**config.mk**
```make
export PLATFORM = sky130hd
export DESIGN_NAME = modbus_slave_function_handler
export DESIGN_NICKNAME = d
export VERILOG_FILES = /design/src/modbus_slave_pkg.sv /design/src/modbus_slave_function_handler.sv /design/src/tx_skid_buf.sv
export SDC_FILE = /design/constraint.sdc
export NUM_CORES = 2
export LEC_CHECK = 0
export BUFFER_PORTS_ARGS = -buffer_cell sky130_fd_sc_hd__buf_2
export CAP_MARGIN = 25
export CORE_MARGIN = 2
export CORE_UTILIZATION = 36
export CTS_BUF_LIST = sky130_fd_sc_hd__clkbuf_8
export DETAILED_ROUTE_END_ITERATION = 8
export PLACE_DENSITY = 0.58
export REMOVE_ABC_BUFFERS = 1
export SLEW_MARGIN = 20
export SYNTH_ARGS = -nofsm -noshare
export SYNTH_HDL_FRONTEND = slang
export SYNTH_SLANG_ARGS = --single-unit
```
**constraint.sdc**
```tcl
create_clock -name mclk -period 10.1 [get_ports mclk]
set_clock_uncertainty 0.15 [all_clocks]
set_input_delay 0.505 -clock mclk [delete_from_list [all_inputs] [get_ports mclk]]
set_output_delay 0.505 -clock mclk [all_outputs]
set_load 0.005 [all_outputs]
```
**src/modbus_slave_pkg.sv**
```systemverilog
// constants, codes and the check-sum step shared by the function handler
package modbus_slave_pkg;
  // function codes
  localparam logic [7:0] FN_READ_HOLD = 8'h03;
  localparam logic [7:0] FN_READ_INPUT = 8'h04;
  localparam logic [7:0] FN_EXECUTE = 8'h05;
  localparam logic [7:0] FN_STORE_ONE = 8'h06;
  localparam logic [7:0] FN_STORE_MANY = 8'h10;
  // exception answers
  localparam logic [7:0] EXC_FLAG = 8'h80;
  localparam logic [7:0] EXC_BAD_FUNCTION = 8'h01;
  localparam logic [7:0] EXC_BAD_ADDRESS = 8'h02;
  localparam logic [7:0] EXC_BAD_VALUE = 8'h03;
  // register count limits
  localparam logic [15:0] MAX_READ_REGS = 16'h007d;
  localparam logic [15:0] MAX_STORE_REGS = 16'h003c;
  // operation codes and code values
  localparam logic [15:0] OP_NONE = 16'h0000;
  localparam logic [15:0] OP_RESET = 16'h0001;
  localparam logic [15:0] OP_CLEAR_EVENTS = 16'h0005;
  localparam logic [15:0] OP_CLEAR_OSCILLO = 16'h0006;
  localparam logic [15:0] OP_VIRT_FIRST = 16'h1000;
  localparam logic [15:0] OP_VIRT_LAST = 16'h101f;
  localparam logic [15:0] CODE_ON = 16'hff00;
  localparam logic [15:0] CODE_OFF = 16'h0000;
  // packet layout
  localparam logic [8:0] LEN_FIXED = 9'h008;
  localparam logic [8:0] LEN_STORE_HDR = 9'h009;
  localparam logic [8:0] LEN_MAX = 9'h100;
  localparam logic [7:0] POS_DATA_ONE = 8'h04;
  localparam logic [7:0] POS_DATA_MANY = 8'h07;
  localparam logic [2:0] HDR_SHORT = 3'h3;
  localparam logic [2:0] HDR_ECHO = 3'h6;
  // check-sum
  localparam logic [15:0] CRC_INIT = 16'hffff;
  localparam logic [15:0] CRC_POLY = 16'ha001;
  // timing: 3.5 byte times at 19200 bit/s, a least time so rounded up
  localparam int unsigned CLK_PERIOD_NS = 10;
  localparam int unsigned GAP_US = 2000;
  localparam int unsigned GAP_CYCLES = (GAP_US * 1000 + CLK_PERIOD_NS - 1) / CLK_PERIOD_NS;
  // default start of the setting space; below it lie actual values
  localparam logic [15:0] SETTING_BASE = 16'h4000;

  // one byte through the reflected check-sum, low bit first
  function automatic logic [15:0] crc16_byte(input logic [15:0] crc, input logic [7:0] b);
    logic [15:0] a;
    a = crc ^ {8'h00, b};
    for (int j = 0; j < 8; j++) begin
      a = a[0] ? ((a >> 1) ^ CRC_POLY) : (a >> 1);
    end
    return a;
  endfunction
endpackage

```
**src/modbus_slave_function_handler.sv**
```systemverilog
// slave function-code interpreter: parses requests, drives register port, builds answers
// Notes on behaviour
// RULE_01: only codes 03h, 04h, 05h, 06h, 10h are accepted; others are unsupported.
// RULE_02: codes 03h and 04h behave the same, reading consecutive registers.
// RULE_03: starting address alone picks settings versus actual values; the code compares each register's own address with SETTING_BASE.
// RULE_04: registers are 16 bits, sent high byte then low byte.
// RULE_05: a read may ask for at most 125 registers.
// RULE_06: read request is address, code, start hi/lo, count hi/lo, check-sum.
// RULE_07: read answer is address, code, byte count, register pairs, check-sum.
// RULE_08: check-sum goes low byte first, high byte last.
// RULE_09: execute request carries operation code then code value FF 00.
// RULE_10: execute request is echoed back unchanged.
// RULE_11: operation 0000 nothing, 0001 reset, 0005 clear events, 0006 clear oscillography.
// RULE_12: operations 1000 to 101F switch virtual inputs 1 to 32.
// RULE_13: store-single writes one register and echoes the whole request.
// RULE_14: store-multiple writes consecutive registers, at most 60.
// RULE_15: store-multiple request adds a count and byte count before data.
// RULE_16: store-multiple answer echoes address, code, start, count, new check-sum.
// RULE_17: bad data or unsupported code answers code with top bit set plus error.
// RULE_18: received packet with its check-sum divides to a zero remainder.
// RULE_19: a packet ends after three and a half idle byte times.
// RULE_20: only packets for our address with a good check-sum are handled.
// RULE_21: requests whose counts disagree with packet length are dropped silently.
module modbus_slave_function_handler #(
  parameter int unsigned GAP_CYCLES = modbus_slave_pkg::GAP_CYCLES,
  parameter logic [15:0] SETTING_BASE = modbus_slave_pkg::SETTING_BASE
) (
  input wire logic mclk,
  input wire logic reset,
  input wire logic [7:0] own_address,
  input wire logic rx_valid,
  input wire logic [7:0] rx_data,
  output logic tx_valid,
  input wire logic tx_ready,
  output logic [7:0] tx_data,
  output logic reg_rd,
  output logic reg_wr,
  output logic reg_setting,
  output logic [15:0] reg_addr,
  output logic [15:0] reg_wdata,
  input wire logic [15:0] reg_rdata,
  output logic op_reset,
  output logic op_clear_events,
  output logic op_clear_oscillo,
  output logic [31:0] virt_in
);
  localparam int unsigned GW = $clog2(GAP_CYCLES + 1);
  localparam logic [GW-1:0] GAP_LAST = GW'(GAP_CYCLES - 1);

  typedef enum logic [3:0] {
    S_RX, S_CHECK, S_EXEC, S_WRITE, S_HDR, S_RD_REQ, S_RD_CAP, S_RD_HI, S_RD_LO,
    S_CRC_LO, S_CRC_HI
  } state_t;

  typedef struct packed {
    state_t st;
    logic [8:0] len;
    logic [GW-1:0] gap;
    logic [15:0] crc;
    logic [7:0] idx;
    logic [2:0] hlen;
    logic [7:0] fn_out;
    logic [7:0] exc;
    logic [6:0] cnt;
    logic [6:0] i;
    logic [15:0] addr;
    logic [15:0] data;
    logic push;
    logic [7:0] txb;
    logic rd;
    logic wr;
    logic setting;
    logic [15:0] raddr;
    logic [15:0] wdata;
    logic op_rst;
    logic op_evt;
    logic op_osc;
    logic [31:0] vin;
  } hs_t;

  localparam logic [8:0] LEN_MAX = modbus_slave_pkg::LEN_MAX;

  hs_t s_q, s_d;
  logic [7:0] rxbuf [0:255];
  logic buf_in_ready;
  logic rx_store;

  assign rx_store = (s_q.st == S_RX) && rx_valid && (s_q.len < LEN_MAX);

  // request bytes kept for parsing and echo; no reset needed on data
  always_ff @(posedge mclk) begin
    if (rx_store) begin
      rxbuf[s_q.len[7:0]] <= rx_data;
    end
  end

  always_comb begin
    logic free;
    logic [7:0] fn;
    logic [15:0] start;
    logic [15:0] count;
    logic [7:0] hb;
    fn = rxbuf[1];
    start = {rxbuf[2], rxbuf[3]};
    count = {rxbuf[4], rxbuf[5]};
    hb = 8'h00;
    free = !s_q.push || buf_in_ready;
    s_d = s_q;
    s_d.rd = 1'b0;
    s_d.wr = 1'b0;
    s_d.op_rst = 1'b0;
    s_d.op_evt = 1'b0;
    s_d.op_osc = 1'b0;
    if (buf_in_ready) begin
      s_d.push = 1'b0;
    end
    case (s_q.st)
      S_RX: begin
        if (rx_valid) begin
          s_d.gap = '0;
          s_d.crc = modbus_slave_pkg::crc16_byte(s_q.crc, rx_data); // RULE_18
          if (s_q.len < LEN_MAX) begin
            s_d.len = s_q.len + 9'h001;
          end
        end else if (s_q.len != 9'h000) begin
          if (s_q.gap == GAP_LAST) begin
            s_d.st = S_CHECK; // RULE_19
          end else begin
            s_d.gap = s_q.gap + GW'(1);
          end
        end
      end
      S_CHECK: begin
        s_d.st = S_RX;
        s_d.len = 9'h000;
        s_d.gap = '0;
        s_d.crc = modbus_slave_pkg::CRC_INIT;
        s_d.idx = 8'h00;
        s_d.i = 7'h00;
        s_d.exc = 8'h00;
        s_d.fn_out = fn;
        s_d.addr = start;
        s_d.cnt = count[6:0];
        s_d.hlen = modbus_slave_pkg::HDR_ECHO;
        // overlong frames never fit a legal request, so they are dropped
        if (s_q.len >= 9'h004 && s_q.len < LEN_MAX && rxbuf[0] == own_address
            && s_q.crc == 16'h0000) begin // RULE_20
          case (fn)
            modbus_slave_pkg::FN_READ_HOLD, modbus_slave_pkg::FN_READ_INPUT: begin // RULE_02
              if (s_q.len == modbus_slave_pkg::LEN_FIXED) begin // RULE_06 RULE_21
                s_d.st = S_HDR;
                s_d.hlen = modbus_slave_pkg::HDR_SHORT;
                if (count == 16'h0000 || count > modbus_slave_pkg::MAX_READ_REGS) begin // RULE_05
                  s_d.exc = modbus_slave_pkg::EXC_BAD_VALUE;
                end
              end
            end
            modbus_slave_pkg::FN_EXECUTE: begin
              if (s_q.len == modbus_slave_pkg::LEN_FIXED) begin // RULE_21
                s_d.st = S_EXEC;
              end
            end
            modbus_slave_pkg::FN_STORE_ONE: begin
              if (s_q.len == modbus_slave_pkg::LEN_FIXED) begin // RULE_21
                s_d.st = S_WRITE;
                s_d.cnt = 7'h01;
                s_d.idx = modbus_slave_pkg::POS_DATA_ONE;
              end
            end
            modbus_slave_pkg::FN_STORE_MANY: begin
              if (s_q.len == modbus_slave_pkg::LEN_STORE_HDR + {1'b0, rxbuf[6]}
                  && {count[14:0], 1'b0} == {8'h00, rxbuf[6]}) begin // RULE_15 RULE_21
                s_d.st = S_WRITE;
                s_d.idx = modbus_slave_pkg::POS_DATA_MANY;
                if (count == 16'h0000 || count > modbus_slave_pkg::MAX_STORE_REGS) begin // RULE_14
                  s_d.st = S_HDR;
                  s_d.idx = 8'h00;
                  s_d.exc = modbus_slave_pkg::EXC_BAD_VALUE;
                end
              end
            end
            default: begin
              s_d.st = S_HDR; // RULE_01
              s_d.exc = modbus_slave_pkg::EXC_BAD_FUNCTION;
            end
          endcase
        end
        if (s_d.exc != 8'h00) begin
          s_d.hlen = modbus_slave_pkg::HDR_SHORT;
          s_d.fn_out = fn | modbus_slave_pkg::EXC_FLAG; // RULE_17
        end
      end
      S_EXEC: begin
        s_d.st = S_HDR;
        s_d.idx = 8'h00;
        if ({rxbuf[4], rxbuf[5]} != modbus_slave_pkg::CODE_ON
            && {rxbuf[4], rxbuf[5]} != modbus_slave_pkg::CODE_OFF) begin // RULE_09
          s_d.exc = modbus_slave_pkg::EXC_BAD_VALUE;
        end else if (start >= modbus_slave_pkg::OP_VIRT_FIRST
                     && start <= modbus_slave_pkg::OP_VIRT_LAST) begin
          s_d.vin[start[4:0]] = ({rxbuf[4], rxbuf[5]} == modbus_slave_pkg::CODE_ON); // RULE_12
        end else begin
          case (start) // RULE_11
            modbus_slave_pkg::OP_NONE: s_d.op_rst = 1'b0;
            modbus_slave_pkg::OP_RESET: s_d.op_rst = 1'b1;
            modbus_slave_pkg::OP_CLEAR_EVENTS: s_d.op_evt = 1'b1;
            modbus_slave_pkg::OP_CLEAR_OSCILLO: s_d.op_osc = 1'b1;
            default: s_d.exc = modbus_slave_pkg::EXC_BAD_ADDRESS;
          endcase
        end
        if (s_d.exc != 8'h00) begin
          s_d.hlen = modbus_slave_pkg::HDR_SHORT;
          s_d.fn_out = fn | modbus_slave_pkg::EXC_FLAG; // RULE_17
        end
      end
      S_WRITE: begin
        s_d.wr = 1'b1; // RULE_13
        s_d.raddr = s_q.addr;
        s_d.setting = (s_q.addr >= SETTING_BASE); // RULE_03
        s_d.wdata = {rxbuf[s_q.idx], rxbuf[s_q.idx + 8'h01]}; // RULE_04
        s_d.addr = s_q.addr + 16'h0001;
        s_d.idx = s_q.idx + 8'h02;
        s_d.i = s_q.i + 7'h01;
        if (s_q.i + 7'h01 == s_q.cnt) begin // RULE_14
          s_d.st = S_HDR;
          s_d.idx = 8'h00;
        end
      end
      S_HDR: begin
        if (free) begin
          // header is an echo of the request except code and third byte
          if (s_q.idx == 8'h01) begin
            hb = s_q.fn_out;
          end else if (s_q.idx == 8'h02 && s_q.exc != 8'h00) begin
            hb = s_q.exc; // RULE_17
          end else if (s_q.idx == 8'h02 && s_q.hlen == modbus_slave_pkg::HDR_SHORT) begin
            hb = {s_q.cnt, 1'b0}; // RULE_07
          end else begin
            hb = rxbuf[s_q.idx]; // RULE_10 RULE_13 RULE_16
          end
          s_d.push = 1'b1;
          s_d.txb = hb;
          s_d.crc = modbus_slave_pkg::crc16_byte(s_q.crc, hb);
          s_d.idx = s_q.idx + 8'h01;
          if (s_q.idx + 8'h01 == {5'h00, s_q.hlen}) begin
            s_d.st = (s_q.hlen == modbus_slave_pkg::HDR_SHORT && s_q.exc == 8'h00)
                     ? S_RD_REQ : S_CRC_LO;
          end
        end
      end
      S_RD_REQ: begin
        s_d.rd = 1'b1;
        s_d.raddr = s_q.addr;
        s_d.setting = (s_q.addr >= SETTING_BASE); // RULE_03
        s_d.st = S_RD_CAP;
      end
      S_RD_CAP: begin
        // register port answers one cycle after the strobe
        if (!s_q.rd) begin
          s_d.data = reg_rdata;
          s_d.addr = s_q.addr + 16'h0001;
          s_d.st = S_RD_HI;
        end
      end
      S_RD_HI: begin
        if (free) begin
          s_d.push = 1'b1;
          s_d.txb = s_q.data[15:8]; // RULE_04
          s_d.crc = modbus_slave_pkg::crc16_byte(s_q.crc, s_q.data[15:8]);
          s_d.st = S_RD_LO;
        end
      end
      S_RD_LO: begin
        if (free) begin
          s_d.push = 1'b1;
          s_d.txb = s_q.data[7:0];
          s_d.crc = modbus_slave_pkg::crc16_byte(s_q.crc, s_q.data[7:0]);
          s_d.i = s_q.i + 7'h01;
          s_d.st = (s_q.i + 7'h01 == s_q.cnt) ? S_CRC_LO : S_RD_REQ; // RULE_07
        end
      end
      S_CRC_LO: begin
        if (free) begin
          s_d.push = 1'b1;
          s_d.txb = s_q.crc[7:0]; // RULE_08
          s_d.st = S_CRC_HI;
        end
      end
      S_CRC_HI: begin
        if (free) begin
          s_d.push = 1'b1;
          s_d.txb = s_q.crc[15:8]; // RULE_08
          s_d.crc = modbus_slave_pkg::CRC_INIT;
          s_d.st = S_RX;
        end
      end
      default: s_d.st = S_RX;
    endcase
  end

  always_ff @(posedge mclk or posedge reset) begin
    if (reset) begin
      s_q <= '{st: S_RX, crc: modbus_slave_pkg::CRC_INIT, default: '0};
    end else begin
      s_q <= s_d;
    end
  end

  // a stalled transmitter holds the answer builder, no byte is lost
  tx_skid_buf #(.W(8)) u_tx_buf (
    .mclk(mclk),
    .reset(reset),
    .in_valid(s_q.push),
    .in_ready(buf_in_ready),
    .in_data(s_q.txb),
    .out_valid(tx_valid),
    .out_ready(tx_ready),
    .out_data(tx_data)
  );

  assign reg_rd = s_q.rd;
  assign reg_wr = s_q.wr;
  assign reg_setting = s_q.setting;
  assign reg_addr = s_q.raddr;
  assign reg_wdata = s_q.wdata;
  assign op_reset = s_q.op_rst;
  assign op_clear_events = s_q.op_evt;
  assign op_clear_oscillo = s_q.op_osc;
  assign virt_in = s_q.vin;
endmodule // modbus_slave_function_handler

```
**src/tx_skid_buf.sv**
```systemverilog
// two-entry byte buffer between the answer builder and the transmitter
module tx_skid_buf #(
  parameter int unsigned W = 8
) (
  input wire logic mclk,
  input wire logic reset,
  input wire logic in_valid,
  output logic in_ready,
  input wire logic [W-1:0] in_data,
  output logic out_valid,
  input wire logic out_ready,
  output logic [W-1:0] out_data
);
  typedef struct packed {
    logic [1:0][W-1:0] mem;
    logic [1:0] cnt;
    logic vld;
    logic rdy;
  } buf_state_t;

  buf_state_t s_q, s_d;

  always_comb begin
    logic pop;
    logic push;
    logic [1:0] c;
    pop = s_q.vld && out_ready;
    push = in_valid && s_q.rdy;
    s_d = s_q;
    c = s_q.cnt;
    if (pop) begin
      s_d.mem[0] = s_q.mem[1];
      c = c - 2'h1;
    end
    if (push) begin
      s_d.mem[c[0]] = in_data;
      c = c + 2'h1;
    end
    s_d.cnt = c;
    s_d.vld = (c != 2'h0);
    s_d.rdy = (c != 2'h2);
  end

  always_ff @(posedge mclk or posedge reset) begin
    if (reset) begin
      s_q <= '{mem: '0, cnt: 2'h0, vld: 1'b0, rdy: 1'b1};
    end else begin
      s_q <= s_d;
    end
  end

  assign in_ready = s_q.rdy;
  assign out_valid = s_q.vld;
  assign out_data = s_q.mem[0];
endmodule // tx_skid_buf

```
# Word-level counts from Yosys, hierarchy flattened
# Memories as Yosys holds them, arrays and structs flattened. A register that Yosys moved wholly into a read port is not among the register bits.
# Index checks and enable logic that the tools add are counted.
word_totals:
  ramBits: 2048
  out_inout_bits: 79
  n_memories: 1
  word_cells: 313
  inputBits: 36
  register_bits: 219
mem_list:
  columns: ["memory", "depth", "word_bits", "rd", "rd_clocked_by_memory_dff", "write_ports", "line", "text"]
  rows:
  - ["rxbuf", 256, 8, 9, 1, 1, "modbus_slave_function_handler.sv:84", "logic [7:0] rxbuf [0:255];"]
classes:
  order_cmp: 11
  bitwise_logic: 38
  n_mux: 127
  n_eq_ne: 47
  reduce_logical: 52
  n_addsub: 9
ops:
  columns: ["operator", "n"]
  rows:
  - ["$mux W16", 36]
  - ["$mux W8", 14]
  - ["$not A2 Y3", 32]
  - ["$pmux W16 S6", 1]
  - ["$mux W35", 2]
  - ["$mux W32", 2]
  - ["$xor A16 B8 Y16", 4]
  - ["$mux W9", 7]
  - ["$mux W4", 14]
  - ["$mux W18", 3]
  - ["$pmux W27 S2", 1]
  - ["$logic_not A16 Y1", 3]
  - ["$pmux W16 S3", 1]
  - ["$pmux W9 S5", 1]
  - ["$pmux W4 S11", 1]
  - ["$pmux W19 S2", 1]
  - ["$mux W11", 3]
  - ["$bwmux W32", 1]
  - ["$eq A16 B3 Y1 const B", 2]
  - ["$pmux W8 S4", 1]
  - ["$mux W15", 2]
  - ["$mux W3", 9]
  - ["$eq A8 B3 Y1 const B", 3]
  - ["$mux W24", 1]
  - ["other kinds (72)", 139]

# Depth between registers and ports, before layout
logic_depth:
  ltp_word: 26
  depth_mapped: 20
  ltp_nobuf: 14

# Cells and area by module
# Synthesis repeated with hierarchy kept, for this count alone.
hier_totals:
  cells_unflattened: 6059
  area_unflattened_um2: 109810.3
by_module_without_submodules:
  columns: ["mod", "instances", "area_per_inst_um2", "cells_each"]
  rows:
  - ["modbus_slave_function_handler", 1, 108853.1, 5991]
  - ["tx_skid_buf", 1, 957.2, 68]

# Worst setup path after synthesis
# OpenSTA, ideal clock, no wires.
synth_path:
  path_type: "register to register"
  from: "register s_q[144] (netlist name)"
  to: "register s_q[198] (netlist name)"
  n_path_buf: 9
  period_less_slack_ns: 4.380
  path_stages_with_launch: 21
  arrival_ns: 4.148
  path_slack_ns: 5.720
  required_time_ns: 9.867
  path_cell_list: "dfrtp_1 > buf_6 > buf_12 > buf_6 > inv_2 > buf_2 > buf_1 > ha_1 > clkbuf_1 > clkbuf_1 > clkbuf_1 > clkbuf_1 > xor2_1 > nand3_1 > nor3_1 > nand4_1 > a21oi_1 > a21oi_1 > nor2_1 > a21oi_1 > o21ai_0"
synth_between:
  elab_chain_cells: 4
synth_rtl:
  columns: ["item", "line", "text"]
  rows:
  - ["start: declaration", "modbus_slave_function_handler.sv:83", "hs_t s_q, s_d;"]
  - ["start signal: assignment", "modbus_slave_function_handler.sv:303", "s_q <= '{st: S_RX, crc: modbus_slave_pkg::CRC_INIT, default: '0};"]
  - ["start signal: assignment", "modbus_slave_function_handler.sv:305", "s_q <= s_d;"]
  - ["$add A8 B1 Y8", "modbus_slave_function_handler.sv:245", "if (s_q.idx + 8'h01 == {5'h00, s_q.hlen}) begin"]
  - ["$eq A8 B3 Y1", "modbus_slave_function_handler.sv:245", null]
  - ["$ne A2 B2 Y1 (no source line)", null, null]
  - ["$reduce_and A11 Y1 (no source line)", null, null]
# Every way passes these cells.
# A chain may end at the register's enable or synchronous reset.

# Final worst setup path
layout_path:
  from: "register s_q[144] (netlist name)"
  to: "register, netlist name reg_wdata[0]"
layout_between:
  elab_chain_cells: 1
layout_rtl:
  columns: ["item", "line", "text"]
  rows:
  - ["$add A8 B1 Y8", "modbus_slave_function_handler.sv:220", "s_d.wdata = {rxbuf[s_q.idx], rxbuf[s_q.idx + 8'h01]};"]
# Every way passes these cells.

==> flow_metrics.py <==
metrics = {
    "setup_path": {
        "crit_chain": "buf_4, buf_4, ha_1, xor2_4, buf_4, buf_12, buf_4, mux2i_1, mux4_2, a21oi_1, a21oi_1, a211oi_1, a21o_1",
        "crit_type": "register to register",
        "required_ns": 10.92,
        "cp_top_family": "buffers and inverters",
        "reg2reg_slack_ns": 2.98,
        "cp-end-kind": "register",
        "critPathSlowestCell": "dfrtp_4",
        "crit_top_cell": "buf_4",
        "critPathArrivalTime_ns": 7.95,
        "crit_buf_inv": 5,
        "start_kind": "register",
        "cp_max_fo": 104,
        "critPathMaxStageDelay_ns": 1.04,
    },
    "global_route": {
        "antenna_found_initial": 23,
        "grt_max_degree": 152,
        "grt_overflow": 0,
        "grt_pass1_wl_mm": 534,
        "grt_usage_pct": 24.2,
        "first_global_vias": 67900,
    },
    "timing": {
        "report.final.slew_viol_count": 0,
        "rsz0062_at_grt": "false",
        "finalSetupViolCount": 0,
        "fin_crit_ns": 7.12,
        "hold_viol_final": 0,
        "worstMarginPinSlew_ns": 1.29,
        "fmax_ghz": 0.140,
        "period_share_pct": 70.5,
        "slew_headroom_pct": 13.7,
    },
    "flow_run": {
        "cap_violations": 0,
    },
    "yosys": {
        "synth-simple-area-share_pct": 5.54,
        "synth_top_family_by_area": "multiplexers",
        "synth-main-ff-cell": "edfxtp_1",
        "synth-edff-count": 2048,
        "ys_types": 88,
        "yosysSeqAreaShare_pct": 60.9,
        "synth_area_leaders": "edfxtp_1 (56%), mux4_2 (21%), dfrtp_1 (4.6%)",
        "synth_xor_xnor_area_share_pct": 1.21,
        "synth_compound_area_share_pct": 4.78,
        "yosysTopAreaCellShare_pct": 55.9,
        "syn_avg_cell_area_um2": 16.7,
        "yosysWarnings": 0,
        "ys_ff_latch": 2267,
        "synth_fa_ha_area_share_pct": 0.148,
        "synthArstFlopShare_pct": 9.66,
        "synth_cells": 6578,
        "synthMuxAreaShare_pct": 24.3,
        "synthesis.area_um2": 110000,
        "yosys.area.top_type": "edfxtp_1",
    },
    "cells_and_area": {
        "drive_above_1_share_pct": 28.5,
        "syn_to_final_growth_pct": 11.0,
        "fillerInstances": 27400,
        "final_cell_mix": "edfxtp_1 (2,048), mux4_2 (1,008), nand2_1 (510)",
        "mostFrequentLayoutCell": "edfxtp_1",
        "nNetsFinal": 6786,
        "layout.cells.non_filler": 11000,
    },
    "pwr": {
        "finalPower_mw": 19.7,
        "ir_drop_mv": 0.102,
        "power.density_nw_per_um2": 162,
        "p_leak_nw": 42.8,
    },
    "floorplanning": {
        "ioPinCount": 115,
        "die_w_um": 557,
        "dieHeight_um": 557,
        "fp.coreArea_um2": 303000,
        "dieArea_um2": 310000,
        "start_util_pct": 36.2,
        "num_rows": 202,
    },
    "drt": {
        "via_count": 70200,
        "detail_route.drc_violations": 0,
        "dr.pass1.iters": 6,
        "post_drt_wl_per_cell_um": 34.8,
        "drt-initial-drc-count": 11500,
        "wirelength_mm": 384,
        "ant_nets": 0,
        "via_per_inst": 6.37,
    },
    "placed_design": {
        "hpwlAfterDp_mm": 251,
        "dp_cells": 10300,
        "port_buffers": 114,
        "gp_congestion": 0.926,
    },
    "clocking": {
        "cts_resized": 0,
        "clockBufferDepth": 4,
        "postCtsSetupBuffers": 0,
        "root_buffer": "clkbuf_8",
        "path_clk_slew_ns": 0.06,
        "cts_buffers": 384,
        "clk_latency_ns": 1.07,
        "cts.sinks": 2267,
        "cts_tree": "yes",
        "cts.htree.levels": 5,
    },
    "min_path": {
        "holdCritPathClass": "primary input to asynchronous set/reset pin",
    },
    "run_status": {
        "status": "finished clean",
    },
}
==> power breakdown <==
part | leakage [nW] | internal, mW | switching (mW) | total (mW)
logic | 17.3 | 0.401 | 0.842 | 1.24
registers | 21.4 | 10.4 | 0.141 | 10.5
clock network | 4.13 | 4.06 | 3.91 | 7.97
==> logic make-up after synthesis <==
group                      after synthesis
AOI/OAI and AO/OA                      762
xor gates and xnor gates               150
adders and majority gates               13
buffers and inverters                  605
DFF                                   2267
muxes                                 1399
and+or+nand+nor                       1382
==> cell type report <==
cell class,instances,area [um^2],area share (%)
Inverter,34,138,0.113
Antenna cell,7,17.5,0.0144
Tap cell,3978,4980,4.08
Multi-Input combinational cell,3706,39900,32.7
Clock buffer,396,5450,4.47
Clock inverter,294,1710,1.40
Timing Repair Buffer,344,2780,2.27
Sequential cell,2267,67000,54.9
==> timing repair <==
item / 4_1_cts / 5_1_grt
hold endpoints to repair: 391 / 0
hold buffers: 27 / 0
setup endpoints to repair: 0 / 0
==> flip-flops by register name (all words and copies together) (netlist names) <==
name	cells
op_clear_events	1
op_clear_oscillo	1
op_reset	1
reg_addr	16
reg_rd	1
reg_setting	1
reg_wdata	16
reg_wr	1
rxbuf	2048
s_q	129
u_tx_buf.in_ready	1
u_tx_buf.out_data	8
u_tx_buf.out_valid	1
u_tx_buf.s_q	10
virt_in	32
==> per-layer routing <==
metal	global-route usage, %	share of wire, %	wire length (um)	up-vias
met5	0	0.039	148	-
met3	7.11	12	47900	909
met2	36.4	45	171000	5065
li1	-	-	-	27200
met4	10.6	5.0	19100	26
met1	32.6	38	146000	36900
==> synthesized netlist by cell type (13+ instances only) <==
cell and instances:
dfrtp_1 202, a31oi_1 34, buf_1 28, nand2_1 512, a22oi_1 81, mux2i_1 294
ha_1 13, o22ai_1 55, edfxtp_1 2048, nor2b_1 24, a21oi_1 116, buf_6 45
nand3_1 141, a211oi_1 53, nor3_1 61, inv_1 31, clkbuf_1 254, and3_1 52
buf_2 96, nand4_1 31, o221ai_1 33, nor4_1 22, mux4_2 1008, nand2b_1 24
o211ai_1 13, a22o_1 22, a311oi_1 68, nor2_1 439, mux2_2 97, and2_1 18
buf_4 140, xnor2_1 104, o21ai_0 156, xor2_1 44, dfstp_2 17, nand3b_1 13
a221oi_1 16
==> worst paths after layout <==
path	endpoint	cells after the start	from
max	reg_wdata[0]	13	s_q[144]
min	s_q[147]	3	reset
max reg2reg	reg_wdata[0]	13	s_q[144]
min reg2reg	u_tx_buf.s_q[3]	1	u_tx_buf.s_q[3]
max in group asynchronous	s_q[171]	5	reset
min in group mclk	s_q[89]	3	reg_rdata[10]
==> worst register-to-register path: cells and delay by family (launching register included) <==
family	cells	cell delay, ns
mux	2	0.86
xor+xnor	1	0.17
buf+inv	5	2.62
fa+ha+maj	1	0.47
flops	1	1.04
compound gates	4	1.75
==> stage by stage <==
step	cell area, um^2	setup TNS, ns	util [%]	hold WS, ns	worst slack [ns]
2_1_floorplan	107000	-1802.47	-	0.296	-48.94
3_5_place_dp	114000	0	37.7	0.323	3.05
6_report	122000	0	40.2	0.0663	2.98
3_3_place_gp	114000	0	37.6	0.309	2.95
4_1_cts	122000	0	40.1	0.0295	3.06
5_1_grt	122000	0	40.2	0.0919	2.84
(Power assumes the default switching activity.)
